## config.mk

```make
export PLATFORM = sky130hd
export DESIGN_NAME = sc_uart
export DESIGN_NICKNAME = d
export VERILOG_FILES = /design/src/core/sc_pkg.sv /design/src/core/sc_rx.sv /design/src/core/sc_tx.sv /design/src/core/sc_uart.sv
export SDC_FILE = /design/constraint.sdc
export NUM_CORES = 1
export LEC_CHECK = 0
export BUFFER_PORTS_ARGS = -buffer_cell sky130_fd_sc_hd__buf_2
export CORE_MARGIN = 2
export CORE_UTILIZATION = 25
export DETAILED_ROUTE_END_ITERATION = 7
export GPL_TIMING_DRIVEN = 0
export PLACE_DENSITY = 0.48
export SLEW_MARGIN = 25
export SYNTH_ARGS = -nofsm -noshare
export SYNTH_HDL_FRONTEND = slang
export SYNTH_SLANG_ARGS = --single-unit
```

## constraint.sdc

```tcl
create_clock -name mclk_i -period 5.7 [get_ports mclk_i]
set_input_delay 1.71 -clock mclk_i [delete_from_list [all_inputs] [get_ports mclk_i]]
set_output_delay 1.71 -clock mclk_i [all_outputs]
set_load 0.03 [all_outputs]
```

## src/core/sc_pkg.sv

```systemverilog
package sc_pkg;
  // register map, byte addresses
  localparam logic [2:0] STAT_OFS = 3'h0;
  localparam logic [2:0] CTRL_OFS = 3'h1;
  localparam logic [2:0] DATA_OFS = 3'h2;
  localparam logic [2:0] ISO_OFS = 3'h3;
  localparam logic [2:0] ETU_OFS = 3'h4;
  localparam logic [2:0] QUEUE_OFS = 3'h5;
  localparam logic [2:0] NLIM_OFS = 3'h6;
  // status fields
  localparam int ST_TRANSMIT_BUFFER_EMPTY_FLAG = 7;
  localparam int ST_TC = 6;
  localparam int ST_RDRF = 5;
  localparam int ST_NF = 2;
  localparam int ST_FE = 1;
  localparam int ST_PE = 0;
  // control fields
  localparam int CT_TE = 0;
  localparam int CT_RE = 1;
  localparam int CT_DIR = 2;
  localparam int CT_MSB_FIRST_SELECT = 3;
  localparam int CT_RECEIVE_INVERT = 4;
  localparam int CT_TRANSMIT_INVERT = 5;
  localparam int CT_T1 = 6;
  // iso status and queue fields
  localparam int ISO_NACKT = 0;
  localparam int Q_PRE = 0;
  localparam int Q_BRK = 1;
  // reset values
  localparam logic [7:0] CTRL_RST = 8'h00;
  localparam logic [7:0] ETU_RST = 8'h10;
  localparam logic [7:0] NLIM_RST = 8'h03;
  // frame timing in etu
  localparam logic [3:0] FRAME_BITS = 4'h9;
  localparam logic [1:0] GUARD_T0 = 2'h2;
  localparam logic [1:0] GUARD_T1 = 2'h1;
  localparam logic [1:0] RX_STOP_T0 = 2'h1;
  localparam logic [1:0] RX_STOP_T1 = 2'h2;

  typedef enum logic [1:0] {TXK_DATA = 2'h0, TXK_PRE = 2'h1, TXK_BRK = 2'h2} tx_kind_type;

  typedef struct packed {
    logic valid;
    logic [7:0] data;
    logic perr;
    logic ferr;
    logic noise;
  } rx_event_type;

  typedef struct packed {
    logic done;
    logic nack;
    logic busy;
  } tx_status_type;

  function automatic logic [7:0] reverse8(input logic [7:0] v);
    for (int i = 0; i < 8; i++) begin
      reverse8[i] = v[7 - i];
    end
  endfunction
endpackage

```

## src/core/sc_rx.sv

```systemverilog
`timescale 1ns/1ps
module sc_rx (
  // clock and reset
  input wire logic mclk_i,
  input wire logic resetn_i,
  // configuration
  input wire logic enable_i,
  input wire logic t1_i,
  input wire logic inv_i,
  input wire logic msb_first_select_i,
  input wire logic [7:0] etu_i,
  // line, already synchronised
  input wire logic line_i,
  // received character
  output sc_pkg::rx_event_type ev_o
);
  typedef enum logic [2:0] {IDLE = 3'b001, BITS = 3'b010, STOP = 3'b100} rx_state_type;
  rx_state_type state_q, state_d;
  logic [7:0] cnt_q, cnt_d;
  logic [3:0] bit_q, bit_d;
  logic [9:0] sh_q, sh_d;
  logic smp_q, smp_d;
  logic noise_q, noise_d;
  logic ferr_q, ferr_d;
  sc_pkg::rx_event_type ev_d;
  logic tick, mid, after;
  logic [9:0] v;

  assign tick = cnt_q == etu_i - 8'h01;
  assign mid = cnt_q == {1'b0, etu_i[7:1]};
  assign after = cnt_q == {1'b0, etu_i[7:1]} + 8'h01;
  assign v = inv_i ? ~sh_q : sh_q;

  always_comb begin
    state_d = state_q;
    cnt_d = tick ? 8'h00 : cnt_q + 8'h01;
    bit_d = bit_q;
    sh_d = sh_q;
    smp_d = mid ? line_i : smp_q;
    noise_d = noise_q | (after && line_i != smp_q);
    ferr_d = ferr_q;
    ev_d = '0;
    case (state_q)
      IDLE: begin
        cnt_d = 8'h00;
        bit_d = 4'h0;
        noise_d = 1'b0;
        ferr_d = 1'b0;
        if (enable_i && !line_i) begin
          state_d = BITS;
        end
      end
      BITS: begin
        if (mid) begin
          sh_d = {line_i, sh_q[9:1]};
          if (bit_q == 4'h0 && line_i) begin
            state_d = IDLE;
          end
        end
        if (tick) begin
          bit_d = bit_q + 4'h1;
          if (bit_q == sc_pkg::FRAME_BITS) begin
            state_d = STOP;
            bit_d = 4'h0;
          end
        end
      end
      STOP: begin
        // one stop etu short in t1 means the frame is seen as broken
        if (mid && !line_i) begin
          ferr_d = 1'b1;
        end
        if (tick) begin
          bit_d = bit_q + 4'h1;
          if (bit_q[1:0] == (t1_i ? sc_pkg::RX_STOP_T1 : sc_pkg::RX_STOP_T0) - 2'h1) begin
            state_d = IDLE;
            ev_d.valid = 1'b1;
            ev_d.data = msb_first_select_i ? sc_pkg::reverse8(v[8:1]) : v[8:1];
            ev_d.perr = ^v[9:1];
            ev_d.ferr = ferr_d;
            ev_d.noise = noise_q;
          end
        end
      end
      default: state_d = IDLE;
    endcase
  end

  always_ff @(posedge mclk_i) begin
    if (!resetn_i) begin
      state_q <= IDLE;
      cnt_q <= 8'h00;
      bit_q <= 4'h0;
      sh_q <= 10'h000;
      smp_q <= 1'b1;
      noise_q <= 1'b0;
      ferr_q <= 1'b0;
      ev_o <= '0;
    end else begin
      state_q <= state_d;
      cnt_q <= cnt_d;
      bit_q <= bit_d;
      sh_q <= sh_d;
      smp_q <= smp_d;
      noise_q <= noise_d;
      ferr_q <= ferr_d;
      ev_o <= ev_d;
    end
  end
endmodule

```

## src/core/sc_tx.sv

```systemverilog
`timescale 1ns/1ps
module sc_tx (
  // clock and reset
  input wire logic mclk_i,
  input wire logic resetn_i,
  // request
  input wire logic start_i,
  input wire sc_pkg::tx_kind_type kind_i,
  input wire logic [7:0] data_i,
  input wire logic t1_i,
  input wire logic inv_i,
  input wire logic msb_first_select_i,
  input wire logic [7:0] etu_i,
  // line
  input wire logic line_i,
  output logic drive_o,
  output logic level_o,
  // status
  output sc_pkg::tx_status_type stat_o
);
  typedef enum logic [2:0] {IDLE = 3'b001, SEND = 3'b010, GUARD = 3'b100} tx_state_type;
  tx_state_type state_q, state_d;
  logic [7:0] cnt_q, cnt_d;
  logic [3:0] bit_q, bit_d;
  logic [9:0] shift_q, shift_d;
  logic chk_q, chk_d;
  logic drive_d, level_d;
  sc_pkg::tx_status_type stat_d;
  logic tick, mid;
  logic [7:0] ord;
  logic par;

  assign tick = cnt_q == etu_i - 8'h01;
  assign mid = cnt_q == {1'b0, etu_i[7:1]};
  assign ord = msb_first_select_i ? sc_pkg::reverse8(data_i) : data_i;
  assign par = ^data_i;

  always_comb begin
    state_d = state_q;
    cnt_d = tick ? 8'h00 : cnt_q + 8'h01;
    bit_d = bit_q;
    shift_d = shift_q;
    chk_d = chk_q;
    drive_d = 1'b0;
    level_d = 1'b1;
    stat_d = '0;
    case (state_q)
      IDLE: begin
        cnt_d = 8'h00;
        if (start_i) begin
          state_d = SEND;
          bit_d = 4'h0;
          chk_d = (kind_i == sc_pkg::TXK_DATA) && !t1_i;
          case (kind_i)
            sc_pkg::TXK_PRE: shift_d = 10'h3ff;
            sc_pkg::TXK_BRK: shift_d = 10'h000;
            default: shift_d = inv_i ? {~par, ~ord, 1'b0} : {par, ord, 1'b0};
          endcase
        end
      end
      SEND: begin
        drive_d = 1'b1;
        level_d = shift_q[0];
        if (tick) begin
          shift_d = {1'b1, shift_q[9:1]};
          bit_d = bit_q + 4'h1;
          // parity keeps its full etu; the release happens in guard
          if (bit_q == sc_pkg::FRAME_BITS) begin
            state_d = GUARD;
            bit_d = 4'h0;
          end
        end
      end
      GUARD: begin
        // line released so the card can pull it low
        if (mid && chk_q && bit_q == 4'h0 && !line_i) begin
          stat_d.nack = 1'b1;
        end
        if (tick) begin
          bit_d = bit_q + 4'h1;
          if (bit_q[1:0] == (t1_i ? sc_pkg::GUARD_T1 : sc_pkg::GUARD_T0) - 2'h1) begin
            state_d = IDLE;
            stat_d.done = 1'b1;
          end
        end
      end
      default: state_d = IDLE;
    endcase
    stat_d.busy = state_d != IDLE;
  end

  always_ff @(posedge mclk_i) begin
    if (!resetn_i) begin
      state_q <= IDLE;
      cnt_q <= 8'h00;
      bit_q <= 4'h0;
      shift_q <= 10'h3ff;
      chk_q <= 1'b0;
      drive_o <= 1'b0;
      level_o <= 1'b1;
      stat_o <= '0;
    end else begin
      state_q <= state_d;
      cnt_q <= cnt_d;
      bit_q <= bit_d;
      shift_q <= shift_d;
      chk_q <= chk_d;
      drive_o <= drive_d;
      level_o <= level_d;
      stat_o <= stat_d;
    end
  end
endmodule

```

## src/core/sc_uart.sv

```systemverilog
`timescale 1ns/1ps
module sc_uart (
  // clock and reset
  input wire logic mclk_i,
  input wire logic resetn_i,
  // register port
  input wire logic [2:0] addr_i,
  input wire logic [7:0] wdata_i,
  input wire logic wr_i,
  input wire logic rd_i,
  output logic [7:0] rdata_o,
  // card i/o line
  input wire logic io_i,
  output logic io_o,
  output logic io_oe_o
);
  logic io_s1_q, io_s2_q;
  logic [7:0] ctrl_q, ctrl_d;
  logic [7:0] etu_q, etu_d;
  logic [7:0] nlim_q, nlim_d;
  logic [7:0] txbuf_q, txbuf_d;
  logic txfull_q, txfull_d;
  logic [7:0] rxbuf_q, rxbuf_d;
  logic rdrf_q, rdrf_d;
  logic tc_q, tc_d;
  logic fe_q, fe_d;
  logic nf_q, nf_d;
  logic pe_q, pe_d;
  logic nackt_q, nackt_d;
  logic [7:0] ncnt_q, ncnt_d;
  logic tc_seen_q, tc_seen_d;
  logic tc_loose_q, tc_loose_d;
  logic fe_seen_q, fe_seen_d;
  logic pre_q, pre_d;
  logic brk_q, brk_d;
  logic start_q, start_d;
  sc_pkg::tx_kind_type kind_q, kind_d;
  logic [7:0] txdat_q, txdat_d;
  logic [7:0] rdata_d;
  logic io_d, io_oe_d;
  logic tx_drive, tx_level;
  sc_pkg::tx_status_type tx_stat;
  sc_pkg::rx_event_type rx_ev;
  logic te, re, t1;
  logic wr_stat, wr_ctrl, wr_data, wr_iso, wr_etu, wr_queue, wr_nlim;
  logic rd_stat, rd_data;
  logic q_clear, tc_clear;
  logic [7:0] status;

  function automatic logic hit(input logic en, input logic [2:0] a, input logic [2:0] ofs);
    hit = en && a == ofs;
  endfunction

  // second flop only is read; the first may be metastable
  always_ff @(posedge mclk_i) begin
    if (!resetn_i) begin
      io_s1_q <= 1'b1;
      io_s2_q <= 1'b1;
    end else begin
      io_s1_q <= io_i;
      io_s2_q <= io_s1_q;
    end
  end

  assign te = ctrl_q[sc_pkg::CT_TE];
  assign re = ctrl_q[sc_pkg::CT_RE];
  assign t1 = ctrl_q[sc_pkg::CT_T1];
  assign wr_stat = hit(wr_i, addr_i, sc_pkg::STAT_OFS);
  assign wr_ctrl = hit(wr_i, addr_i, sc_pkg::CTRL_OFS);
  assign wr_data = hit(wr_i, addr_i, sc_pkg::DATA_OFS);
  assign wr_iso = hit(wr_i, addr_i, sc_pkg::ISO_OFS);
  assign wr_etu = hit(wr_i, addr_i, sc_pkg::ETU_OFS);
  assign wr_queue = hit(wr_i, addr_i, sc_pkg::QUEUE_OFS);
  assign wr_nlim = hit(wr_i, addr_i, sc_pkg::NLIM_OFS);
  assign rd_stat = hit(rd_i, addr_i, sc_pkg::STAT_OFS);
  assign rd_data = hit(rd_i, addr_i, sc_pkg::DATA_OFS);
  assign q_clear = wr_queue && (wdata_i[sc_pkg::Q_PRE] || wdata_i[sc_pkg::Q_BRK]);

  always_comb begin
    status = 8'h00;
    status[sc_pkg::ST_TRANSMIT_BUFFER_EMPTY_FLAG] = !txfull_q;
    status[sc_pkg::ST_TC] = tc_q;
    status[sc_pkg::ST_RDRF] = rdrf_q;
    status[sc_pkg::ST_NF] = nf_q;
    status[sc_pkg::ST_FE] = fe_q;
    status[sc_pkg::ST_PE] = pe_q;
  end

  // configuration and transmit queue
  always_comb begin
    ctrl_d = wr_ctrl ? wdata_i : ctrl_q;
    etu_d = wr_etu ? wdata_i : etu_q;
    nlim_d = wr_nlim ? wdata_i : nlim_q;
    txbuf_d = wr_data ? wdata_i : txbuf_q;
    txfull_d = txfull_q | wr_data;
    pre_d = pre_q | (wr_queue && wdata_i[sc_pkg::Q_PRE]);
    brk_d = brk_q | (wr_queue && wdata_i[sc_pkg::Q_BRK]);
    start_d = 1'b0;
    kind_d = kind_q;
    txdat_d = txdat_q;
    // one launch in flight at a time; start_q covers the busy flop latency
    if (te && !tx_stat.busy && !start_q) begin
      if (brk_q) begin
        start_d = 1'b1;
        kind_d = sc_pkg::TXK_BRK;
        brk_d = wr_queue && wdata_i[sc_pkg::Q_BRK];
      end else if (pre_q) begin
        start_d = 1'b1;
        kind_d = sc_pkg::TXK_PRE;
        pre_d = wr_queue && wdata_i[sc_pkg::Q_PRE];
      end else if (txfull_q) begin
        start_d = 1'b1;
        kind_d = sc_pkg::TXK_DATA;
        txdat_d = txbuf_q;
        txfull_d = wr_data;
      end
    end
  end

  // transmit-complete and nack bookkeeping
  always_comb begin
    tc_clear = (wr_data || q_clear) && (tc_seen_q || tc_loose_q);
    tc_seen_d = tc_seen_q;
    if (rd_stat && tc_q) begin
      tc_seen_d = 1'b1;
    end
    if (tc_clear) begin
      tc_seen_d = 1'b0;
    end
    tc_loose_d = tc_loose_q | (tc_clear && q_clear);
    tc_d = tc_q & ~tc_clear;
    if (tx_stat.done && !txfull_q && !brk_q && !pre_q) begin
      tc_d = 1'b1;
    end
    if (tx_stat.nack) begin
      tc_d = 1'b1;
    end
    ncnt_d = ncnt_q;
    if (tx_stat.nack) begin
      ncnt_d = ncnt_q + 8'h01;
    end
    if (!te) begin
      ncnt_d = 8'h00;
    end
    nackt_d = nackt_q;
    if (wr_iso && wdata_i[sc_pkg::ISO_NACKT]) begin
      nackt_d = 1'b0;
    end
    if (tx_stat.nack && te && ncnt_q + 8'h01 >= nlim_q) begin
      nackt_d = 1'b1;
    end
  end

  // receive path and error flags
  always_comb begin
    rxbuf_d = rxbuf_q;
    rdrf_d = rdrf_q & ~rd_data;
    fe_seen_d = fe_seen_q | (rd_stat && fe_q);
    fe_d = fe_q;
    nf_d = nf_q;
    pe_d = pe_q;
    if (rd_data && fe_seen_q) begin
      fe_seen_d = 1'b0;
      fe_d = 1'b0;
      nf_d = 1'b0;
      pe_d = 1'b0;
    end
    if (rx_ev.valid) begin
      nf_d = nf_d | rx_ev.noise;
      pe_d = pe_d | rx_ev.perr;
      fe_d = fe_d | rx_ev.ferr;
      if (!fe_q && !rx_ev.ferr) begin
        rxbuf_d = rx_ev.data;
        rdrf_d = 1'b1;
      end
    end
  end

  // read data and pin drive
  always_comb begin
    rdata_d = 8'h00;
    if (rd_i) begin
      case (addr_i)
        sc_pkg::STAT_OFS: rdata_d = status;
        sc_pkg::CTRL_OFS: rdata_d = ctrl_q;
        sc_pkg::DATA_OFS: rdata_d = rxbuf_q;
        sc_pkg::ISO_OFS: rdata_d = {7'h00, nackt_q};
        sc_pkg::ETU_OFS: rdata_d = etu_q;
        sc_pkg::NLIM_OFS: rdata_d = nlim_q;
        default: rdata_d = 8'h00;
      endcase
    end
    io_oe_d = tx_drive && ctrl_q[sc_pkg::CT_DIR];
    io_d = tx_level;
  end

  always_ff @(posedge mclk_i) begin
    if (!resetn_i) begin
      ctrl_q <= sc_pkg::CTRL_RST;
      etu_q <= sc_pkg::ETU_RST;
      nlim_q <= sc_pkg::NLIM_RST;
      txbuf_q <= 8'h00;
      txfull_q <= 1'b0;
      rxbuf_q <= 8'h00;
      rdrf_q <= 1'b0;
      tc_q <= 1'b0;
      fe_q <= 1'b0;
      nf_q <= 1'b0;
      pe_q <= 1'b0;
      nackt_q <= 1'b0;
      ncnt_q <= 8'h00;
      tc_seen_q <= 1'b0;
      tc_loose_q <= 1'b0;
      fe_seen_q <= 1'b0;
      pre_q <= 1'b0;
      brk_q <= 1'b0;
      start_q <= 1'b0;
      kind_q <= sc_pkg::TXK_DATA;
      txdat_q <= 8'h00;
      rdata_o <= 8'h00;
      io_o <= 1'b1;
      io_oe_o <= 1'b0;
    end else begin
      ctrl_q <= ctrl_d;
      etu_q <= etu_d;
      nlim_q <= nlim_d;
      txbuf_q <= txbuf_d;
      txfull_q <= txfull_d;
      rxbuf_q <= rxbuf_d;
      rdrf_q <= rdrf_d;
      tc_q <= tc_d;
      fe_q <= fe_d;
      nf_q <= nf_d;
      pe_q <= pe_d;
      nackt_q <= nackt_d;
      ncnt_q <= ncnt_d;
      tc_seen_q <= tc_seen_d;
      tc_loose_q <= tc_loose_d;
      fe_seen_q <= fe_seen_d;
      pre_q <= pre_d;
      brk_q <= brk_d;
      start_q <= start_d;
      kind_q <= kind_d;
      txdat_q <= txdat_d;
      rdata_o <= rdata_d;
      io_o <= io_d;
      io_oe_o <= io_oe_d;
    end
  end

  sc_tx u_tx (
    .mclk_i(mclk_i),
    .resetn_i(resetn_i),
    .start_i(start_q),
    .kind_i(kind_q),
    .data_i(txdat_q),
    .t1_i(t1),
    .inv_i(ctrl_q[sc_pkg::CT_TRANSMIT_INVERT]),
    .msb_first_select_i(ctrl_q[sc_pkg::CT_MSB_FIRST_SELECT]),
    .etu_i(etu_q),
    .line_i(io_s2_q),
    .drive_o(tx_drive),
    .level_o(tx_level),
    .stat_o(tx_stat)
  );

  // own transmission is not looped back into the receiver
  sc_rx u_rx (
    .mclk_i(mclk_i),
    .resetn_i(resetn_i),
    .enable_i(re && !tx_stat.busy && !start_q),
    .t1_i(t1),
    .inv_i(ctrl_q[sc_pkg::CT_RECEIVE_INVERT]),
    .msb_first_select_i(ctrl_q[sc_pkg::CT_MSB_FIRST_SELECT]),
    .etu_i(etu_q),
    .line_i(io_s2_q),
    .ev_o(rx_ev)
  );
endmodule

```

# Word-level counts from Yosys, hierarchy flattened

Cells that the tools add are included.

Order comparisons: 1
Multiply operators: 0
Equality and inequality tests: 32
Mux-type cells: 67
Shift operators: 0
Add/subtract/negate cells: 9
Div/mod/pow operators: 0
Reductions and logical operators: 82
Bitwise logic cells: 19

Operators with widths:

| kind                                                   | number |
|---|---|
| one-hot mux 8 bit (6 select lines)                     | 1 |
| 2-to-1 mux 10 bit                                      | 4 |
| one-hot mux 10 bit (2 select lines)                    | 2 |
| logical AND 1 bit                                      | 36 |
| 2-to-1 mux 3 bit                                       | 12 |
| 2-to-1 mux 1 bit                                       | 28 |
| 2-to-1 mux 4 bit                                       | 7 |
| adder 8 x 1 -> 8 bit (second input constant)           | 3 |
| == test 8 bit                                          | 3 |
| one-hot mux 4 bit (3 select lines)                     | 2 |
| one-hot mux 3 bit (3 select lines)                     | 2 |
| AND reduction 2 bit                                    | 9 |
| == test 8 x 7 -> 1 bit                                 | 2 |
| 2-to-1 mux 8 bit                                       | 2 |
| == test 3 bit (second input constant)                  | 5 |
| AND reduction 3 bit                                    | 5 |
| == test 3 x 2 -> 1 bit (second input constant)         | 4 |
| 2-to-1 mux 12 bit                                      | 1 |
| inequality test 2 x 1 -> 1 bit (second input constant) | 6 |
| AND reduction 4 bit                                    | 3 |
| 2-to-1 mux 2 bit                                       | 5 |
| inverter 10 bit                                        | 1 |
| == test 3 x 1 -> 1 bit (second input constant)         | 3 |
| zero test 1 bit                                        | 9 |
| other kinds (27)                                       | 55 |

Input port bits: 16
Word-level logic and storage cells: 258
Register bits: 154
Memories kept: 0
ROM bits: 0
Latch bits: 0
Output and inout port bits: 10
RAM bits: 0

# Depth between registers and ports, before layout

Word-level depth: 9
Gate-level depth with buffers: 13
Gate-level depth less buffers: 10

# Cells and area by module

From an unflattened synthesis, not the netlist that was laid out.

Cells, all modules: 895
Area total of the unflattened synthesis: 8034.0 um^2

Modules (own cells, without submodules):

| module  | times used | seq. area each (um^2) | area each (um^2) | cells an instance |
|---|---|---|---|---|
| sc_uart | 1          | 1661.6                | 3613.5           | 405 |
| sc_rx   | 1          | 780.7                 | 2343.5           | 255 |
| sc_tx   | 1          | 620.6                 | 2077.0           | 235 |

# Worst setup path after synthesis

No wires, ideal clock.

Path kind: input to register
Start: in addr_i[1]
End: reg tc_q
Arrival time: 3.053 ns
Buffers on the path: 1
Required time: 5.568 ns
Stages on the path: 6
Setup slack: 2.515 ns
Setup time: 0.132 ns
Path through: clkbuf_1 > nand2_1 > nor3_1 > o22ai_1 > nand3_1 > o21ai_0

Word-level cells in the longest chain between the ends: 9
Elaborated cells between the ends (all ways): 11
Those cells by class: eq/ne (2); mux (2); bitwise (2); reduce/logical (5)

RTL lines:

| item                   | line           | RTL |
|---|---|---|
| start: declaration     | sc_uart.sv:7   | `input wire logic [2:0] addr_i,` |
| == test 3 bit          | sc_uart.sv:51  | `hit = en && a == ofs;` |
| logical AND 1 bit      | sc_uart.sv:51  |  |
| logical AND 1 bit      | sc_uart.sv:77  | `assign q_clear = wr_queue && (wdata_i[sc_pkg::Q_PRE] \|\| wdata_i[sc_pkg::Q_BRK]);` |
| logical OR 1 bit (*)   | sc_uart.sv:122 | `tc_clear = (wr_data \|\| q_clear) && (tc_seen_q \|\| tc_loose_q);` |
| logical AND 1 bit (*)  | sc_uart.sv:122 |  |
| inverter 1 bit (*)     | sc_uart.sv:131 | `tc_d = tc_q & ~tc_clear;` |
| AND 1 bit (*)          | sc_uart.sv:131 |  |
| 2-to-1 mux 1 bit (*)   | sc_uart.sv:132 | `if (tx_stat.done && !txfull_q && !brk_q && !pre_q) begin` |
| 2-to-1 mux 1 bit (*)   | sc_uart.sv:135 | `if (tx_stat.nack) begin` |
| end signal: assignment | sc_uart.sv:231 | `tc_q <= tc_d;` |
| end: declaration       | sc_uart.sv:25  | `logic tc_q, tc_d;` |

Mark *: on every way between the ends. The rest lies on a longest branch, timed or not.
A chain may end at the register's enable or synchronous reset.

# Worst setup path after layout

Start: in resetn_i
End: reg etu_q[4]

RTL lines:

| item                   | line           | RTL |
|---|---|---|
| start: declaration     | sc_uart.sv:5   | `input wire logic resetn_i,` |
| end signal: assignment | sc_uart.sv:200 | `etu_q <= sc_pkg::ETU_RST;` |
| end signal: assignment | sc_uart.sv:225 | `etu_q <= etu_d;` |
| end: declaration       | sc_uart.sv:19  | `logic [7:0] etu_q, etu_d;` |

No word-level cell between the ends.

==> results.txt <==
status = finished, final reports clean
vias = 6213
Hold Crit Start = io_s1_q$_SDFF_PN1_
DIE WIDTH = 179.7 microns
final-stage net count = 984
Area contributors post-synth = dfxtp_1 40%, mux2i_1 6.6%, xor2_1 5.7%, nor2_1 5.5%, nand2_1 5.3%
slowest library cell on the worst path = buf_1
# DRC = 0
Max Cap Viol = 0
IO buf count = 24
CP max FO = 10
setup_tns = 0 ns
Die Footprint = 32300 sq um
max_slew headroom = 0.4539
Root Driver = clkbuf_16
clk slew on worst S/H paths = 0.07 ns
GP Congestion = 0.8410
CTS Buf Count = 17
Final Hold Viols = 0
Worst Tran Pin Value = 0.8192 ns
unrepaired setup endpoints after global routing = no
post-CTS setup buffer count = 0
Setup Skew = 0.009003 ns
Starting Density = 0.2530
Post-synth EDFFs = 0
crit path capture type = register
global-route wire length before repair = 33000 microns
Ys Warns = 0
Reg-to-Reg Start = etu_q[1]$_SDFFE_PN0P_
Layout Area Growth over Synthesis = 15.72%
largest net degree at the start of global routing = 17
mapped cell area = 7720 sq um
Area after DPL = 8341 sq um
1st-pass router iterations = 5
Leak = 3.372 nW
commonest cells after routing, fill and taps aside = 153 x dfxtp_1, 114 x nor2_1, 108 x nand2_1
syn avg cell area = 8.549 sq um
Peak VDD IR = 0.2010 mV
final setup vio count = 0
post-synthesis net count = 941
r2r setup slk = 2.55 ns
clock buffer depth = 2
Crit Path Class = primary input to register
ratio of cells with drive above 1 in the final layout = 0.09489
Crit path required time = 5.98 ns
Top FF cell, synth = dfxtp_1
core region area = 30510 sq um
power density cells = 264.8 nW/um^2
CTS tree = yes
Top-Level Pins = 26
Die Span Y = 179.7 microns
CP Data Arrival Time = 3.58 ns
Placed Cells = 1323
violation count after the first detailed-route iteration = 383
fmax = 303.4 MHz
detailed-route vias per instance = 4.582
Slew Limit Fails = 0
slowest cell delay on critical path = 0.66 ns
sequential-to-total area share from yosys stat = 0.3968
crit path time final = 3.296 ns
Core Util, Final = 0.2928
share of the synthesized area in the top cell type = 0.3968
Async SR Flop Fraction = 0
total track usage = 0.1297
r2r endpoint = u_rx.ev_o[3]$_SDFF_PN0_
row count = 64
Hold Path Depth = 1
startpoint types = primary input
flops & latches, synth = 153
Clock Latency Late Sink = 0.44 ns
Post-Layout Cell Count = 1356
# clock sinks = 153
Worst Hold Class = register to register
most used cell, CP = clkbuf_1
initial antenna violation count = 1
gr ovfl total = 0
fin area = 8934 sq um
hpwl dp = 14950 microns
Post-DRT Antenna Nets = 0
worst-path cell chain = clkbuf_1 -> clkbuf_1 -> buf_1 -> o211ai_1
most common cell after layout, fill and taps aside = dfxtp_1
vias in the first global route = 5927
period utilization = 0.5783
synthesized instance count = 903
hold path endpoint = io_s2_q$_SDFF_PN1_
hold buffer count at CTS = 0
DRT Wirelength = 20620 microns
synth unique cells = 62
area leader, netlist = dfxtp_1
H-tree levels = 4
cts repair resizes = 0
wire per inst = 15.21 microns
Reg2Reg Depth = 11
==> how the worst max path moves through the flow <==
stage	start	end	slack, ns	depth (start not counted)
floorplan	addr_i[1]	tc_q$_SDFF_PN0_	2.52	6
global placement	addr_i[1]	tc_q$_SDFF_PN0_	1.66	7
detailed placement	resetn_i	etu_q[4]$_SDFFE_PN1P_	1.89	4
CTS	resetn_i	etu_q[4]$_SDFFE_PN1P_	2.33	4
global route	resetn_i	etu_q[4]$_SDFFE_PN1P_	2.28	4
finish	resetn_i	etu_q[4]$_SDFFE_PN1P_	2.40	4
==> sequential cells by signal, summed over array words and instances (netlist names), 2 cells and up <==
| signal | count |
|---|---|
| u_tx.cnt_q | 8 |
| u_rx.sh_q | 9 |
| txbuf_q | 8 |
| u_tx.stat_o | 3 |
| nlim_q | 8 |
| kind_q | 2 |
| rdata_o | 8 |
| etu_q | 8 |
| txdat_q | 8 |
| u_rx.ev_o | 12 |
| ctrl_q | 8 |
| u_rx.cnt_q | 8 |
| u_rx.state_q | 3 |
| ncnt_q | 8 |
| u_rx.bit_q | 4 |
| rxbuf_q | 8 |
| u_tx.shift_q | 10 |
| u_tx.state_q | 3 |
| u_tx.bit_q | 4 |
==> synthesized netlist by cell type (3+ instances only) <==
master	instances
nand4_1	12
o211ai_1	5
a22oi_1	6
nor3b_1	5
or3_1	3
buf_2	9
o22ai_1	10
xor2_1	50
o21ai_0	15
o31ai_1	4
ha_1	22
a21oi_1	57
a211oi_1	3
nor3_1	8
a32o_1	4
clkbuf_1	33
mux2i_1	51
nand2b_1	18
nor2b_1	10
o22a_1	5
buf_1	5
nand3b_1	6
nand3_1	31
a21o_1	7
xnor2_1	46
a32oi_1	3
or2_2	3
buf_6	5
dfxtp_1	153
and3_1	8
nand2_1	108
o21a_1	3
inv_1	33
nor4_1	3
nor2_1	114
o211ai_2	8
mux4_2	3
==> metal layers <==
metal  global-route usage  share of wire  vias up
met5                    0              0        -
met4              0.03837          0.013        0
met3              0.02998          0.043       23
met2               0.2026           0.44      101
met1               0.1779           0.50     2910
li1                     -              -     3179
==> critical path, delay by kind of cell <==
kind,cells,cell delay [ns]
AOI/OAI and AO/OA,1,0.16
buffers and inverters,3,1.68
==> where the power goes <==
| part | internal, W | switching, W |
|---|---|---|
| clock | 0.000652 | 0.000514 |
| combinational | 0.0000368 | 0.0000785 |
| sequential | 0.00108 | 0.00000808 |
| total | 0.00177 | 0.000600 |
==> through the flow <==
step | power (W) | hold WS (ns) | worst slack [ns]
floorplan | 0.001179 | 0.3863 | 2.515
global placement | 0.001224 | 0.3929 | 1.660
detailed placement | 0.001224 | 0.3921 | 1.890
CTS | 0.002394 | 0.4080 | 2.333
global route | 0.002452 | 0.4465 | 2.276
finish | 0.002366 | 0.4056 | 2.404
==> kinds of logic (layout without fill, tap and decap cells) <==
family | Yosys count | count (layout) | synth area share
simple gates | 342 | 342 | 0.2034
xor+xnor | 96 | 96 | 0.1089
compound gates | 149 | 149 | 0.1300
mux | 55 | 55 | 0.07634
fa+ha+maj | 23 | 23 | 0.03695
buf+inv | 85 | 141 | 0.04765
other cells | 0 | 1 | 0
flops | 153 | 153 | 0.3968
==> area by class of cell <==
cell class                      count  area (sq um)
Inverter                           33         123.9
Tap cell                          396         495.5
Multi-Input combinational cell    665          4294
Buffer                             52         244.0
Antenna cell                        1         2.502
Timing Repair Buffer               24         120.1
Fill cell                        3276         21580
Sequential cell                   153          3063
Clock buffer                       17         425.4
Clock inverter                     15         165.2
Power figures use the tool's default switching activity.
